## config.mk

```make
export PLATFORM = sky130hd
export DESIGN_NAME = iepc_regs
export DESIGN_NICKNAME = d
export VERILOG_FILES = /design/src/design/iepc_pkg.sv /design/src/design/iepc_regs.sv /design/src/design/iepc_req_gate.sv
export VERILOG_INCLUDE_DIRS = /design/src /design/src/design
export SDC_FILE = /design/constraint.sdc
export NUM_CORES = 1
export LEC_CHECK = 0
export ABC_AREA = 1
export BUFFER_PORTS_ARGS = -buffer_cell sky130_fd_sc_hd__buf_2
export CAP_MARGIN = 15
export CELL_PAD_IN_SITES_DETAIL_PLACEMENT = 1
export CELL_PAD_IN_SITES_GLOBAL_PLACEMENT = 1
export CORE_ASPECT_RATIO = 0.8
export CORE_MARGIN = 5
export CORE_UTILIZATION = 30
export CTS_CLUSTER_DIAMETER = 60
export DETAILED_ROUTE_END_ITERATION = 7
export GPL_TIMING_DRIVEN = 1
export PLACE_DENSITY_LB_ADDON = 0.1
export SETUP_SLACK_MARGIN = 0.4
export SYNTH_ARGS = -nofsm -noshare
export SYNTH_HDL_FRONTEND = slang
export SYNTH_SLANG_ARGS = --single-unit
```

## constraint.sdc

```tcl
create_clock -name clk_i -period 1.25 [get_ports clk_i]
set_input_delay 0.0625 -clock clk_i [delete_from_list [all_inputs] [get_ports clk_i]]
set_output_delay 0.0625 -clock clk_i [all_outputs]
set_load 0.005 [all_outputs]
```

## src/design/iepc_consts.svh

```systemverilog
// Purpose: Offsets, field positions, reset values and encodings of the
//          control-two and link-capability register bank.
// Assumes: Included by its bare name from design files.
// Notes:   Definitions only.
`ifndef IEPC_CONSTS_SVH
`define IEPC_CONSTS_SVH

// Register byte offsets on the plain register port
`define IEPC_AW 8
`define IEPC_OFF_DEVCTL2 8'h00
`define IEPC_OFF_LINKCAP 8'h04
`define IEPC_OFF_IRQ_STS 8'h08
`define IEPC_OFF_IRQ_MSK 8'h0C

// Device control two fields
`define IEPC_DC2_CTO_LSB 0
`define IEPC_DC2_CTO_MSB 3
`define IEPC_DC2_CTO_DIS 4
`define IEPC_DC2_ARI 5
`define IEPC_DC2_AT_REQ 6
`define IEPC_DC2_AT_BLK 7
`define IEPC_DC2_IDO_REQ 8
`define IEPC_DC2_IDO_CPL 9
`define IEPC_DC2_LTR 10
`define IEPC_DC2_EPR 11
`define IEPC_DC2_TAG10 12
`define IEPC_DC2_OBFF_LSB 13
`define IEPC_DC2_OBFF_MSB 14
`define IEPC_DC2_E2E_BLK 15
`define IEPC_DC2_RST 16'h0000

// Link capability fields
`define IEPC_LC_SPD_LSB 0
`define IEPC_LC_SPD_MSB 3
`define IEPC_LC_WID_LSB 4
`define IEPC_LC_WID_MSB 9
`define IEPC_LC_ASPM_LSB 10
`define IEPC_LC_ASPM_MSB 11
`define IEPC_LC_L1_LSB 15
`define IEPC_LC_L1_MSB 17
`define IEPC_LC_CLKPM 18
`define IEPC_LC_SDER 19
`define IEPC_LC_PORT_LSB 24
`define IEPC_LC_PORT_MSB 31

// Legal speed codes run from the lowest to the highest defined rate
`define IEPC_SPD_MIN 4'h1
`define IEPC_SPD_MAX 4'h6
`define IEPC_WID_X1 6'h01

// Interrupt event bits
`define IEPC_IRQ_W 4
`define IEPC_EV_DISCARD 0
`define IEPC_EV_AT_ERR 1
`define IEPC_EV_PFX 2
`define IEPC_EV_CAP_MISMATCH 3
`define IEPC_IRQ_RST 4'h0

`endif

```

## src/design/iepc_pkg.sv

```systemverilog
// Purpose: Types shared by the register bank and its request gate.
// Assumes: Nothing beyond the constants header.
// Notes:   Types only.
package iepc_pkg;

	// Which end of the integrated pair this instance sits in
	typedef enum logic {IEPC_ROLE_RP, IEPC_ROLE_EP} iepc_role_t;

	// Outcome for an incoming request
	typedef enum logic [1:0] {
		IEPC_V_NONE,
		IEPC_V_ACCEPT,
		IEPC_V_ERROR,
		IEPC_V_DISCARD
	} iepc_verdict_t;

endpackage

```

## src/design/iepc_regs.sv

```systemverilog
// Purpose: Control-two and link-capability registers of one end of an
//          integrated root port and endpoint pair, with their effects.
// Assumes: All request inputs come from logic on clk_i.
// Notes:   Reads answer one cycle after the read strobe.
//
// Implementation choices: the address map and strobed register access.
`timescale 1ns/1ps
`include "iepc_consts.svh"
`default_nettype none
module iepc_regs
	import iepc_pkg::*;
#(
	parameter iepc_role_t ROLE = IEPC_ROLE_EP,
	parameter bit FWD_INVOLVED = 1'b0,
	parameter bit ATOMIC_CPL = 1'b1,
	parameter bit IDO_REQ_CAP = 1'b0,
	parameter bit IDO_CPL_CAP = 1'b0,
	parameter bit LTR_SUP = 1'b1,
	parameter bit OBFF_SUP = 1'b1,
	parameter logic [3:0] MAX_SPEED = 4'h1,
	parameter logic [5:0] MAX_WIDTH = 6'h01,
	parameter logic [2:0] L1_EXIT = 3'h0,
	parameter logic [7:0] PORT_NUM = 8'h00
)
(
	input wire logic clk_i,
	input wire logic rst_n_i,
	// Register port
	input wire logic [`IEPC_AW-1:0] reg_addr_i,
	input wire logic [31:0] reg_wdata_i,
	input wire logic reg_wr_i,
	input wire logic reg_rd_i,
	output logic [31:0] reg_rdata_o,
	// Incoming request classification
	input wire logic tlp_valid_i,
	input wire logic tlp_atomic_i,
	input wire logic tlp_prefix_i,
	output logic tlp_resp_valid_o,
	output logic tlp_accept_o,
	output logic tlp_error_o,
	output logic tlp_discard_o,
	// Latency tolerance messages from the endpoint toward the system
	input wire logic ltr_in_valid_i,
	input wire logic [31:0] ltr_in_data_i,
	output logic ltr_in_ready_o,
	output logic ltr_out_valid_o,
	output logic [31:0] ltr_out_data_o,
	input wire logic ltr_out_ready_i,
	// Buffer flush/fill state toward the endpoint
	input wire logic [1:0] obff_sys_i,
	output logic [1:0] obff_ep_o,
	// Ordering attribute controls toward the request engine
	output logic ido_req_attr_o,
	output logic ido_cpl_attr_o,
	// Capability agreement with the other end of the pair
	input wire logic [3:0] peer_max_speed_i,
	input wire logic [5:0] peer_max_width_i,
	output logic link_cap_match_o,
	// Interrupt
	output logic irq_o
);

	// Legal speed code, falling back to the lowest rate
	function automatic logic [3:0] iepc_legal_speed(input logic [3:0] s);
		if (s >= `IEPC_SPD_MIN && s <= `IEPC_SPD_MAX)
		begin
			iepc_legal_speed = s;
		end
		else
		begin
			iepc_legal_speed = `IEPC_SPD_MIN;
		end
	endfunction

	// Legal width code, falling back to a single lane
	function automatic logic [5:0] iepc_legal_width(input logic [5:0] w);
		case (w)
			6'h01, 6'h02, 6'h04, 6'h08, 6'h0C, 6'h10, 6'h20:
				iepc_legal_width = w;
			default:
				iepc_legal_width = `IEPC_WID_X1;
		endcase
	endfunction

	// Address match, used for every register decode
	function automatic logic iepc_hit(input logic [`IEPC_AW-1:0] a,
		input logic [`IEPC_AW-1:0] off);
		iepc_hit = (a == off);
	endfunction

	// Is this instance the root port end
	localparam bit IS_RP = (ROLE == IEPC_ROLE_RP);
	// Timeout fields live in an endpoint, and in a root port only where forwarding happens
	localparam bit CTO_LIVE = !IS_RP || FWD_INVOLVED;

	// Stored registers
	logic [15:0] dc2_reg; // Device control two storage
	logic [15:0] dc2_next; // Its next value
	logic [`IEPC_IRQ_W-1:0] sts_reg; // Sticky event status
	logic [`IEPC_IRQ_W-1:0] sts_next;
	logic [`IEPC_IRQ_W-1:0] msk_reg; // Interrupt mask
	logic [`IEPC_IRQ_W-1:0] msk_next;
	logic [31:0] rdata_reg; // Read answer
	logic [31:0] rdata_next;
	logic ltr_full_reg; // One held LTR message
	logic ltr_full_next;
	logic [31:0] ltr_data_reg;
	logic [31:0] ltr_data_next;
	logic [1:0] obff_reg; // State forwarded to the endpoint
	logic [1:0] obff_next;
	logic rv_reg; // Request verdict outputs
	logic acc_reg;
	logic err_reg;
	logic dis_reg;
	logic match_reg; // Capability agreement
	logic match_prev_reg; // Agreement one cycle back

	// Decoded strobes
	wire logic wr_dc2;
	wire logic wr_sts;
	wire logic wr_msk;
	wire logic rd_dc2;
	wire logic rd_lc;
	wire logic rd_sts;
	wire logic rd_msk;
	assign wr_dc2 = reg_wr_i & iepc_hit(reg_addr_i, `IEPC_OFF_DEVCTL2);
	assign wr_sts = reg_wr_i & iepc_hit(reg_addr_i, `IEPC_OFF_IRQ_STS);
	assign wr_msk = reg_wr_i & iepc_hit(reg_addr_i, `IEPC_OFF_IRQ_MSK);
	assign rd_dc2 = reg_rd_i & iepc_hit(reg_addr_i, `IEPC_OFF_DEVCTL2);
	assign rd_lc = reg_rd_i & iepc_hit(reg_addr_i, `IEPC_OFF_LINKCAP);
	assign rd_sts = reg_rd_i & iepc_hit(reg_addr_i, `IEPC_OFF_IRQ_STS);
	assign rd_msk = reg_rd_i & iepc_hit(reg_addr_i, `IEPC_OFF_IRQ_MSK);

	// Writable-bit mask: a zero here hardwires the field at zero
	logic [15:0] dc2_wmask;
	always_comb
	begin
		dc2_wmask = 16'h0000;
		// Timeout value and disable in an endpoint, and in a root port only where forwarding happens
		dc2_wmask[`IEPC_DC2_CTO_MSB:`IEPC_DC2_CTO_LSB] =
			{4{CTO_LIVE}};
		dc2_wmask[`IEPC_DC2_CTO_DIS] = CTO_LIVE;
		dc2_wmask[`IEPC_DC2_ARI] = 1'b1;
		// Requester enable exists only with an atomic completer
		dc2_wmask[`IEPC_DC2_AT_REQ] = ATOMIC_CPL;
		dc2_wmask[`IEPC_DC2_AT_BLK] = 1'b1;
		// Root port keeps these as inert storage
		dc2_wmask[`IEPC_DC2_IDO_REQ] = IS_RP || IDO_REQ_CAP;
		dc2_wmask[`IEPC_DC2_IDO_CPL] = IS_RP || IDO_CPL_CAP;
		dc2_wmask[`IEPC_DC2_LTR] = LTR_SUP;
		// Emergency power reduction request never stores
		dc2_wmask[`IEPC_DC2_EPR] = 1'b0;
		// Stored, but nothing below reads it
		dc2_wmask[`IEPC_DC2_TAG10] = 1'b1;
		dc2_wmask[`IEPC_DC2_OBFF_MSB:`IEPC_DC2_OBFF_LSB] = {2{OBFF_SUP}};
		dc2_wmask[`IEPC_DC2_E2E_BLK] = 1'b1;
	end

	// Named control fields
	wire logic at_req_en;
	wire logic at_blk;
	wire logic pfx_blk;
	wire logic ltr_en;
	wire logic obff_en;
	assign at_req_en = dc2_reg[`IEPC_DC2_AT_REQ];
	assign at_blk = dc2_reg[`IEPC_DC2_AT_BLK];
	assign pfx_blk = dc2_reg[`IEPC_DC2_E2E_BLK];
	assign ltr_en = LTR_SUP & dc2_reg[`IEPC_DC2_LTR];
	assign obff_en = OBFF_SUP &
		(|dc2_reg[`IEPC_DC2_OBFF_MSB:`IEPC_DC2_OBFF_LSB]);

	// Link capability word, built from constants only
	wire logic [3:0] lc_speed;
	wire logic [5:0] lc_width;
	logic [31:0] lc_word;
	assign lc_speed = iepc_legal_speed(MAX_SPEED);
	assign lc_width = iepc_legal_width(MAX_WIDTH);
	always_comb
	begin
		lc_word = 32'h0000_0000;
		lc_word[`IEPC_LC_SPD_MSB:`IEPC_LC_SPD_LSB] = lc_speed;
		lc_word[`IEPC_LC_WID_MSB:`IEPC_LC_WID_LSB] = lc_width;
		// Power management and surprise-down support read zero
		lc_word[`IEPC_LC_ASPM_MSB:`IEPC_LC_ASPM_LSB] = 2'h0;
		lc_word[`IEPC_LC_CLKPM] = 1'b0;
		lc_word[`IEPC_LC_SDER] = 1'b0;
		lc_word[`IEPC_LC_L1_MSB:`IEPC_LC_L1_LSB] = L1_EXIT;
		// Each root port instance is given its own number
		lc_word[`IEPC_LC_PORT_MSB:`IEPC_LC_PORT_LSB] = PORT_NUM;
	end

	// Request gate
	iepc_verdict_t verdict;
	iepc_req_gate u_gate (
		.req_valid_i(tlp_valid_i),
		.req_atomic_i(tlp_atomic_i),
		.req_prefix_i(tlp_prefix_i),
		.at_req_en_i(at_req_en),
		.at_blk_i(at_blk),
		.pfx_blk_i(pfx_blk),
		.verdict_o(verdict)
	);

	// Events from the gate and the capability check
	wire logic ev_discard;
	wire logic ev_at_err;
	wire logic ev_pfx;
	wire logic ev_mismatch;
	logic [`IEPC_IRQ_W-1:0] ev_vec;
	assign ev_discard = (verdict == IEPC_V_DISCARD);
	assign ev_at_err = (verdict == IEPC_V_ERROR) & tlp_atomic_i &
		~at_req_en;
	assign ev_pfx = (verdict == IEPC_V_ERROR) & tlp_prefix_i & pfx_blk;
	// Raised once when the pair stops agreeing
	assign ev_mismatch = match_prev_reg & ~match_reg;
	always_comb
	begin
		ev_vec = `IEPC_IRQ_RST;
		ev_vec[`IEPC_EV_DISCARD] = ev_discard;
		ev_vec[`IEPC_EV_AT_ERR] = ev_at_err;
		ev_vec[`IEPC_EV_PFX] = ev_pfx;
		ev_vec[`IEPC_EV_CAP_MISMATCH] = ev_mismatch;
	end

	// Fixed bits keep their value, writable ones take the write
	assign dc2_next = wr_dc2 ?
		(reg_wdata_i[15:0] & dc2_wmask) : dc2_reg;

	// Sticky status: a new event beats a same-cycle clear
	assign sts_next = (sts_reg &
		~(wr_sts ? reg_wdata_i[`IEPC_IRQ_W-1:0] : `IEPC_IRQ_RST)) | ev_vec;
	assign msk_next = wr_msk ? reg_wdata_i[`IEPC_IRQ_W-1:0] : msk_reg;

	// Read answer, zero for unmapped offsets
	assign rdata_next =
		rd_dc2 ? {16'h0000, dc2_reg} :
		rd_lc ? lc_word :
		rd_sts ? {{(32-`IEPC_IRQ_W){1'b0}}, sts_reg} :
		rd_msk ? {{(32-`IEPC_IRQ_W){1'b0}}, msk_reg} :
		32'h0000_0000;

	// LTR holding slot: disabled means taken and dropped
	wire logic ltr_take;
	wire logic ltr_give;
	assign ltr_give = ltr_full_reg & ltr_out_ready_i;
	assign ltr_in_ready_o = ~ltr_en | ~ltr_full_reg | ltr_out_ready_i;
	assign ltr_take = ltr_in_valid_i & ltr_in_ready_o & ltr_en;
	assign ltr_full_next = ltr_take | (ltr_full_reg & ~ltr_give);
	assign ltr_data_next = ltr_take ? ltr_in_data_i : ltr_data_reg;

	// Buffer state reaches the endpoint only when enabled
	assign obff_next = obff_en ? obff_sys_i : 2'h0;

	// Control and status registers
	always_ff @(posedge clk_i)
	begin
		if (!rst_n_i)
		begin
			dc2_reg <= `IEPC_DC2_RST;
			sts_reg <= `IEPC_IRQ_RST;
			msk_reg <= `IEPC_IRQ_RST;
			rdata_reg <= 32'h0000_0000;
		end
		else
		begin
			dc2_reg <= dc2_next;
			sts_reg <= sts_next;
			msk_reg <= msk_next;
			rdata_reg <= rdata_next;
		end
	end

	// LTR slot and OBFF state
	always_ff @(posedge clk_i)
	begin
		if (!rst_n_i)
		begin
			ltr_full_reg <= 1'b0;
			ltr_data_reg <= 32'h0000_0000;
			obff_reg <= 2'h0;
		end
		else
		begin
			ltr_full_reg <= ltr_full_next;
			ltr_data_reg <= ltr_data_next;
			obff_reg <= obff_next;
		end
	end

	// Registered verdict, one cycle after the request
	always_ff @(posedge clk_i)
	begin
		if (!rst_n_i)
		begin
			rv_reg <= 1'b0;
			acc_reg <= 1'b0;
			err_reg <= 1'b0;
			dis_reg <= 1'b0;
		end
		else
		begin
			rv_reg <= (verdict != IEPC_V_NONE);
			acc_reg <= (verdict == IEPC_V_ACCEPT);
			err_reg <= (verdict == IEPC_V_ERROR);
			dis_reg <= (verdict == IEPC_V_DISCARD);
		end
	end

	// Both ends must report the same maximum speed and width
	always_ff @(posedge clk_i)
	begin
		if (!rst_n_i)
		begin
			match_reg <= 1'b1;
			match_prev_reg <= 1'b1;
		end
		else
		begin
			match_reg <= (peer_max_speed_i == lc_speed) &&
				(peer_max_width_i == lc_width);
			match_prev_reg <= match_reg;
		end
	end

	// Outputs
	assign reg_rdata_o = rdata_reg;
	assign tlp_resp_valid_o = rv_reg;
	assign tlp_accept_o = acc_reg;
	assign tlp_error_o = err_reg;
	assign tlp_discard_o = dis_reg;
	assign ltr_out_valid_o = ltr_full_reg;
	assign ltr_out_data_o = ltr_data_reg;
	assign obff_ep_o = obff_reg;
	// Root port never marks from these bits
	assign ido_req_attr_o = !IS_RP & IDO_REQ_CAP &
		dc2_reg[`IEPC_DC2_IDO_REQ];
	assign ido_cpl_attr_o = !IS_RP & IDO_CPL_CAP &
		dc2_reg[`IEPC_DC2_IDO_CPL];
	assign link_cap_match_o = match_reg;
	// Level interrupt while any unmasked status bit is set
	assign irq_o = |(sts_reg & msk_reg);

endmodule
`default_nettype wire

```

## src/design/iepc_req_gate.sv

```systemverilog
// Purpose: Decide accept, error answer or silent discard for a request.
// Assumes: Inputs come from logic on the same clock.
// Notes:   Purely combinational; the caller registers the outcome.
`timescale 1ns/1ps
`default_nettype none
module iepc_req_gate
	import iepc_pkg::*;
(
	input wire logic req_valid_i,
	input wire logic req_atomic_i,
	input wire logic req_prefix_i,
	input wire logic at_req_en_i,
	input wire logic at_blk_i,
	input wire logic pfx_blk_i,
	output iepc_verdict_t verdict_o
);

	// Named conditions, highest priority first
	wire logic blk_hit;
	wire logic pfx_hit;
	wire logic at_off_hit;

	// Egress blocking drops atomics outright
	assign blk_hit = req_valid_i & req_atomic_i & at_blk_i;
	// Prefixed traffic is blocked while prefix blocking is set
	assign pfx_hit = req_valid_i & req_prefix_i & pfx_blk_i;
	// Atomics with the requester enable clear earn an error answer
	assign at_off_hit = req_valid_i & req_atomic_i & ~at_req_en_i;

	// Priority selection of the verdict
	always_comb
	begin
		if (!req_valid_i)
		begin
			verdict_o = IEPC_V_NONE;
		end
		else if (blk_hit)
		begin
			verdict_o = IEPC_V_DISCARD;
		end
		else if (pfx_hit || at_off_hit)
		begin
			verdict_o = IEPC_V_ERROR;
		end
		else
		begin
			// Enabled atomics and ordinary traffic pass
			verdict_o = IEPC_V_ACCEPT;
		end
	end

endmodule
`default_nettype wire

```

Word level (Yosys, flattened, before mapping)
Cells that the tools add are included.

Eq/ne operators: 8. Muxes and demuxes: 8. Bitwise gates (word level): 34. Reductions and logical operators: 8.

Operators with widths (count): $and 1x1->1 (21); $eq 8x4->1 const B (2); $mux 16 (1); $mux 4 (3); $and 4x4->4 (2); $eq 8x3->1 const B (1); $logic_not 8->1 (1); $reduce_or 4->1 (2); $eq 6x1->1 const B (1); $mux 2 (3); $not 1->1 (6); $mux 5 (1); $eq 2x2->1 const B (2); $eq 4x1->1 const B (1); $not 4->4 (1); $or 4x4->4 (1); $or 1x1->1 (3); $eq 2x1->1 const B (1); $reduce_and 2->1 (1); $reduce_bool 2->1 (1); $reduce_or 2->1 (1); $logic_and 1x1->1 (1); $logic_or 1x1->1 (1).

Register bits after elaboration: 94. Input bits: 93.

Depth between registers and ports, before layout
Depth after elaboration: 10. Gate-level depth with buffers: 9. Depth with buffers taken out: 9.

Cells and area by module
From an unflattened synthesis, not the netlist that was laid out.

Cells, all modules: 380. Area, all modules: 2956.6 um^2.

Modules (own cells, without submodules): iepc_regs (times used 1, cells an instance 373, area an instance 2924.1 um^2, sequential area each 1501.4 um^2); iepc_req_gate (times used 1, cells an instance 7, area an instance 32.5 um^2, sequential area each 0.0 um^2).

Worst setup path after synthesis
No wires, ideal clock.

Kind: register -> register. Start: register ltr_full_reg (netlist: ltr_out_valid_o). End: register ltr_data_reg[1] (netlist: ltr_out_data_o[1]). Setup time: 0.116 ns. Arrival: 0.941 ns. Required time: 1.134 ns. Slack: 0.193 ns. Stages on the path, launching flop included: 7. Cells stage by stage: dfxtp_1 -> nand2_1 -> nand3_1 -> inv_1 -> buf_4 -> nor2_1 -> nor2_1.

Word-level cells in the longest chain between the ends: 5.

RTL lines: start: declaration (RTL line iepc_regs.sv:105) `logic ltr_full_reg;`; start signal: assignment (RTL line iepc_regs.sv:284) `ltr_full_reg <= ltr_full_next;`; $not 1->1 (RTL line iepc_regs.sv:246) `assign ltr_in_ready_o = ~ltr_en | ~ltr_full_reg | ltr_out_ready_i;`; $or 1x1->1 (2 in series) (RTL line iepc_regs.sv:246); $and 1x1->1 (2 in series) (RTL line iepc_regs.sv:247) `assign ltr_take = ltr_in_valid_i & ltr_in_ready_o & ltr_en;`; end signal: assignment (RTL line iepc_regs.sv:285) `ltr_data_reg <= ltr_data_next;`; end: declaration (RTL line iepc_regs.sv:107) `logic [31:0] ltr_data_reg;`.

No other way between the ends. A chain may end at the register's enable or synchronous reset.

Final worst setup path
Start: register ltr_full_reg (netlist: ltr_out_valid_o). End: register ltr_data_reg[3] (netlist: ltr_out_data_o[3]).

The elaborated chain is that of the path after synthesis.

==> results.toml <==
[outcome]
outcome = "completed"

[power]
pwr-share-comb_pct = 8.4
p_leak_nw = 2.39
ir_drop_mv = 0.497
p_switching_mw = 1.17
p_per_area_mw_per_mm2 = 1020
swShare_pct = 22.6
p_int_mw = 4.01
pwr-share-seq_pct = 46.5
pwr-share-clk_pct = 45.1

[yosys]
yosysWarningCount = 0
synth_top_area_share_pct = 50.6
synth_commonest_cells = "nor2_1 (88), dfxtp_1 (75), o21ai_0 (42)"
postSynthCellCount = 376
synth_area_sq_mm = 0.00297
yosysTopAreaCell = "dfxtp_1"
ys.flop_type = "dfxtp_1"
synth_edf_count = 0
synth_area_leaders = "dfxtp_1 (51%), nor2_1 (11%), o21ai_0 (7.1%)"
ys_types = 27
ys_ff_latch = 75
ys_async_sr_fraction_pct = 0
synth.avg_cell_area_sq_um = 7.90
yosysMostFrequentCell = "nor2_1"
ys_seq_area_share_pct = 50.6

[setup_path]
cp_slowest_cell = "dfxtp_2"
crit-reg2reg-capture = "ltr_out_data_o[3]$_SDFFE_PN0P_"
path_cells = "nand2_2, nand3_4, buf_12, inv_16, nor2_2, nor2_1"
cp_max_fo = 8
cpPeakStageDelay_ps = 330
start_kind = "flop"
crit_type = "reg2reg"
reg2reg_slack_ps = 110
crit-reg2reg-launch = "ltr_out_valid_o$_SDFF_PN0_"
cp-end-kind = "flop"
crit_arrival_ps = 1400
rr_worst_depth = 6
worstPathRequired_ps = 1500

[sta]
hold_viol = 0
finalMaxSlewViolations = 0
fin_crit_ps = 1140
clock_skew_ps = 5.46
rsz0062_at_grt = "true"
fmax_mhz = 876
fin_crit_sh_pct = 91.3
setup-violations-final = 0
tns_ps = 0
fin_ws_ps = 109

[global_route]
antenna_found_initial = 0
grt_pass1_vias = 3324
overflow = 0
grt_max_degree = 31
grt_usage_pct = 17.1
grt_pass1_wl_mm = 16.1

[floorplanning]
initial_core_util_pct = 30.8
core.rowCount = 32
die_area_sq_mm = 0.0120
core_area_sq_mm = 0.00965
die_w_um = 121
dieHeight_um = 99.0
ios = 169

[detailed_routing]
via_count = 3079
ant_nets = 0
vias_per_cell = 4.30
drtIter0Drc = 118
first_pass_iters = 4
totalWireLength_mm = 10.6
drc = 0
post_drt_wl_per_cell_um = 14.8

[finish]
largest_reg_flops = 32
layout.cells.non_filler = 716
final_area_sq_mm = 0.00509
finalNetCount = 669
fillers = 1168
n_antenna_cell = 0
syn_to_final_growth_pct = 71.5
final_util_pct = 52.8
drive_gt1_share_pct = 51.2

[placed_design]
placed_area_sq_mm = 0.00370
dp_worst_setup_slack_ps = 73.3
hpwl_mm = 6.61
io_buffers = 128
finalWeightedCongestion = 0.797
post-place-cells = 632

[cts]
clk_pin_slew_worst_paths_ps = 60
clkSinkCount = 75
htreeDepth = 3
tritoncts = "yes"
clk_latency_ps = 330
ctsLongestPathBuffers = 2
clockRootBuffer = "clkbuf_16"
numCtsBuffers = 9

[worst_hold_path]
hp-start = "reg_wdata_i[4]"
hold_depth = 3
whs_endpoint = "dc2_reg[4]$_SDFFE_PN0P_"
min_path_type = "in2reg"

[job]
maxCapViolCount = 0
## cell type report
type,instances,area (sq um),share of cell area (%)
Tap cell,136,170,3.34
Timing Repair inverter,3,51.3,1.01
Multi-Input combinational cell,252,1420,28.0
Timing Repair Buffer,203,1470,28.9
Clock inverter,4,26.3,0.516
Clock buffer,11,243,4.77
Sequential cell,75,1570,30.9
Inverter,32,133,2.60
## metal layers
metal	track usage (%)	up-vias	wire length, um
li1	-	1550	-
met1	20.6	1413	4540
met2	28.9	103	5210
met3	5.68	13	714
met4	5.34	0	142
met5	0	-	0
## worst max-delay path, delay by kind of cell, from the launching register on
kind                   cells  cell delay, ps
and+or+nand+nor            4             410
DFF                        1             330
buffers and inverters      2             310
## worst max path at each step
stage | endpoint | start | cells after the start
CTS | ltr_out_data_o[13]$_SDFFE_PN0P_ | ltr_out_valid_o$_SDFF_PN0_ | 6
finish | ltr_out_data_o[3]$_SDFFE_PN0P_ | ltr_out_valid_o$_SDFF_PN0_ | 6
detailed placement | dc2_reg[1]$_SDFFE_PN0P_ | reg_addr_i[5] | 7
global route | ltr_out_data_o[3]$_SDFFE_PN0P_ | ltr_out_valid_o$_SDFF_PN0_ | 6
global placement | dc2_reg[4]$_SDFFE_PN0P_ | reg_addr_i[5] | 7
floorplan | ltr_out_data_o[10]$_SDFFE_PN0P_ | ltr_out_valid_o$_SDFF_PN0_ | 5
## cell usage in the layout (no fill, tap or decap), types with 2 or more instances in the layout
master	n
a21oi_2	3
nor2_2	11
a21oi_1	17
inv_16	2
o21ai_2	7
nand3_2	4
nor2_4	22
clkinv_2	2
nand3_1	13
inv_1	29
o21ai_1	36
dlygate4sd3_1	34
o21ai_0	6
buf_2	104
inv_2	2
nor2_1	61
dfxtp_1	27
dfxtp_4	4
clkbuf_16	9
conb_1	21
nand4_1	2
dfxtp_2	44
nand2_2	7
buf_6	30
buf_4	34
nand2_1	31
## logic make-up (layout without fill, tap and decap cells)
family	Yosys count	after routing	share of synthesized area (%)
AOI/OAI and AO/OA	73	73	13.0
buffers and inverters	69	253	12.4
DFF	75	75	50.6
other	1	21	0.126
and+or+nand+nor	158	158	23.9
## what timing repair did
action | in CTS | in global routing
hold buffers | 34 | 0
pin swaps | 20 | 16
cloned | 3 | 0
setup endpoints to repair | 54 | 86
hold endpoints to repair | 34 | 0
gates resized for setup | 85 | 78
setup buffers | 13 | 19
## power groups by stage
stage | logic (mW) | clock network, mW | registers, mW
detailed placement | 0.307 | 0 | 2.47
global placement | 0.303 | 0 | 2.47
CTS | 0.413 | 2.41 | 2.41
finish | 0.437 | 2.33 | 2.41
floorplan | 0.183 | 0 | 2.47
global route | 0.485 | 2.53 | 2.41
## per-stage QoR
step	power, mW	hold WS (ps)
after floorplan	2.65	171
after global placement	2.77	283
after detailed placement	2.77	285
after CTS	5.24	0.860
after global routing	5.42	2.13
final	5.18	6.49
Power figures use the tool's default switching activity.
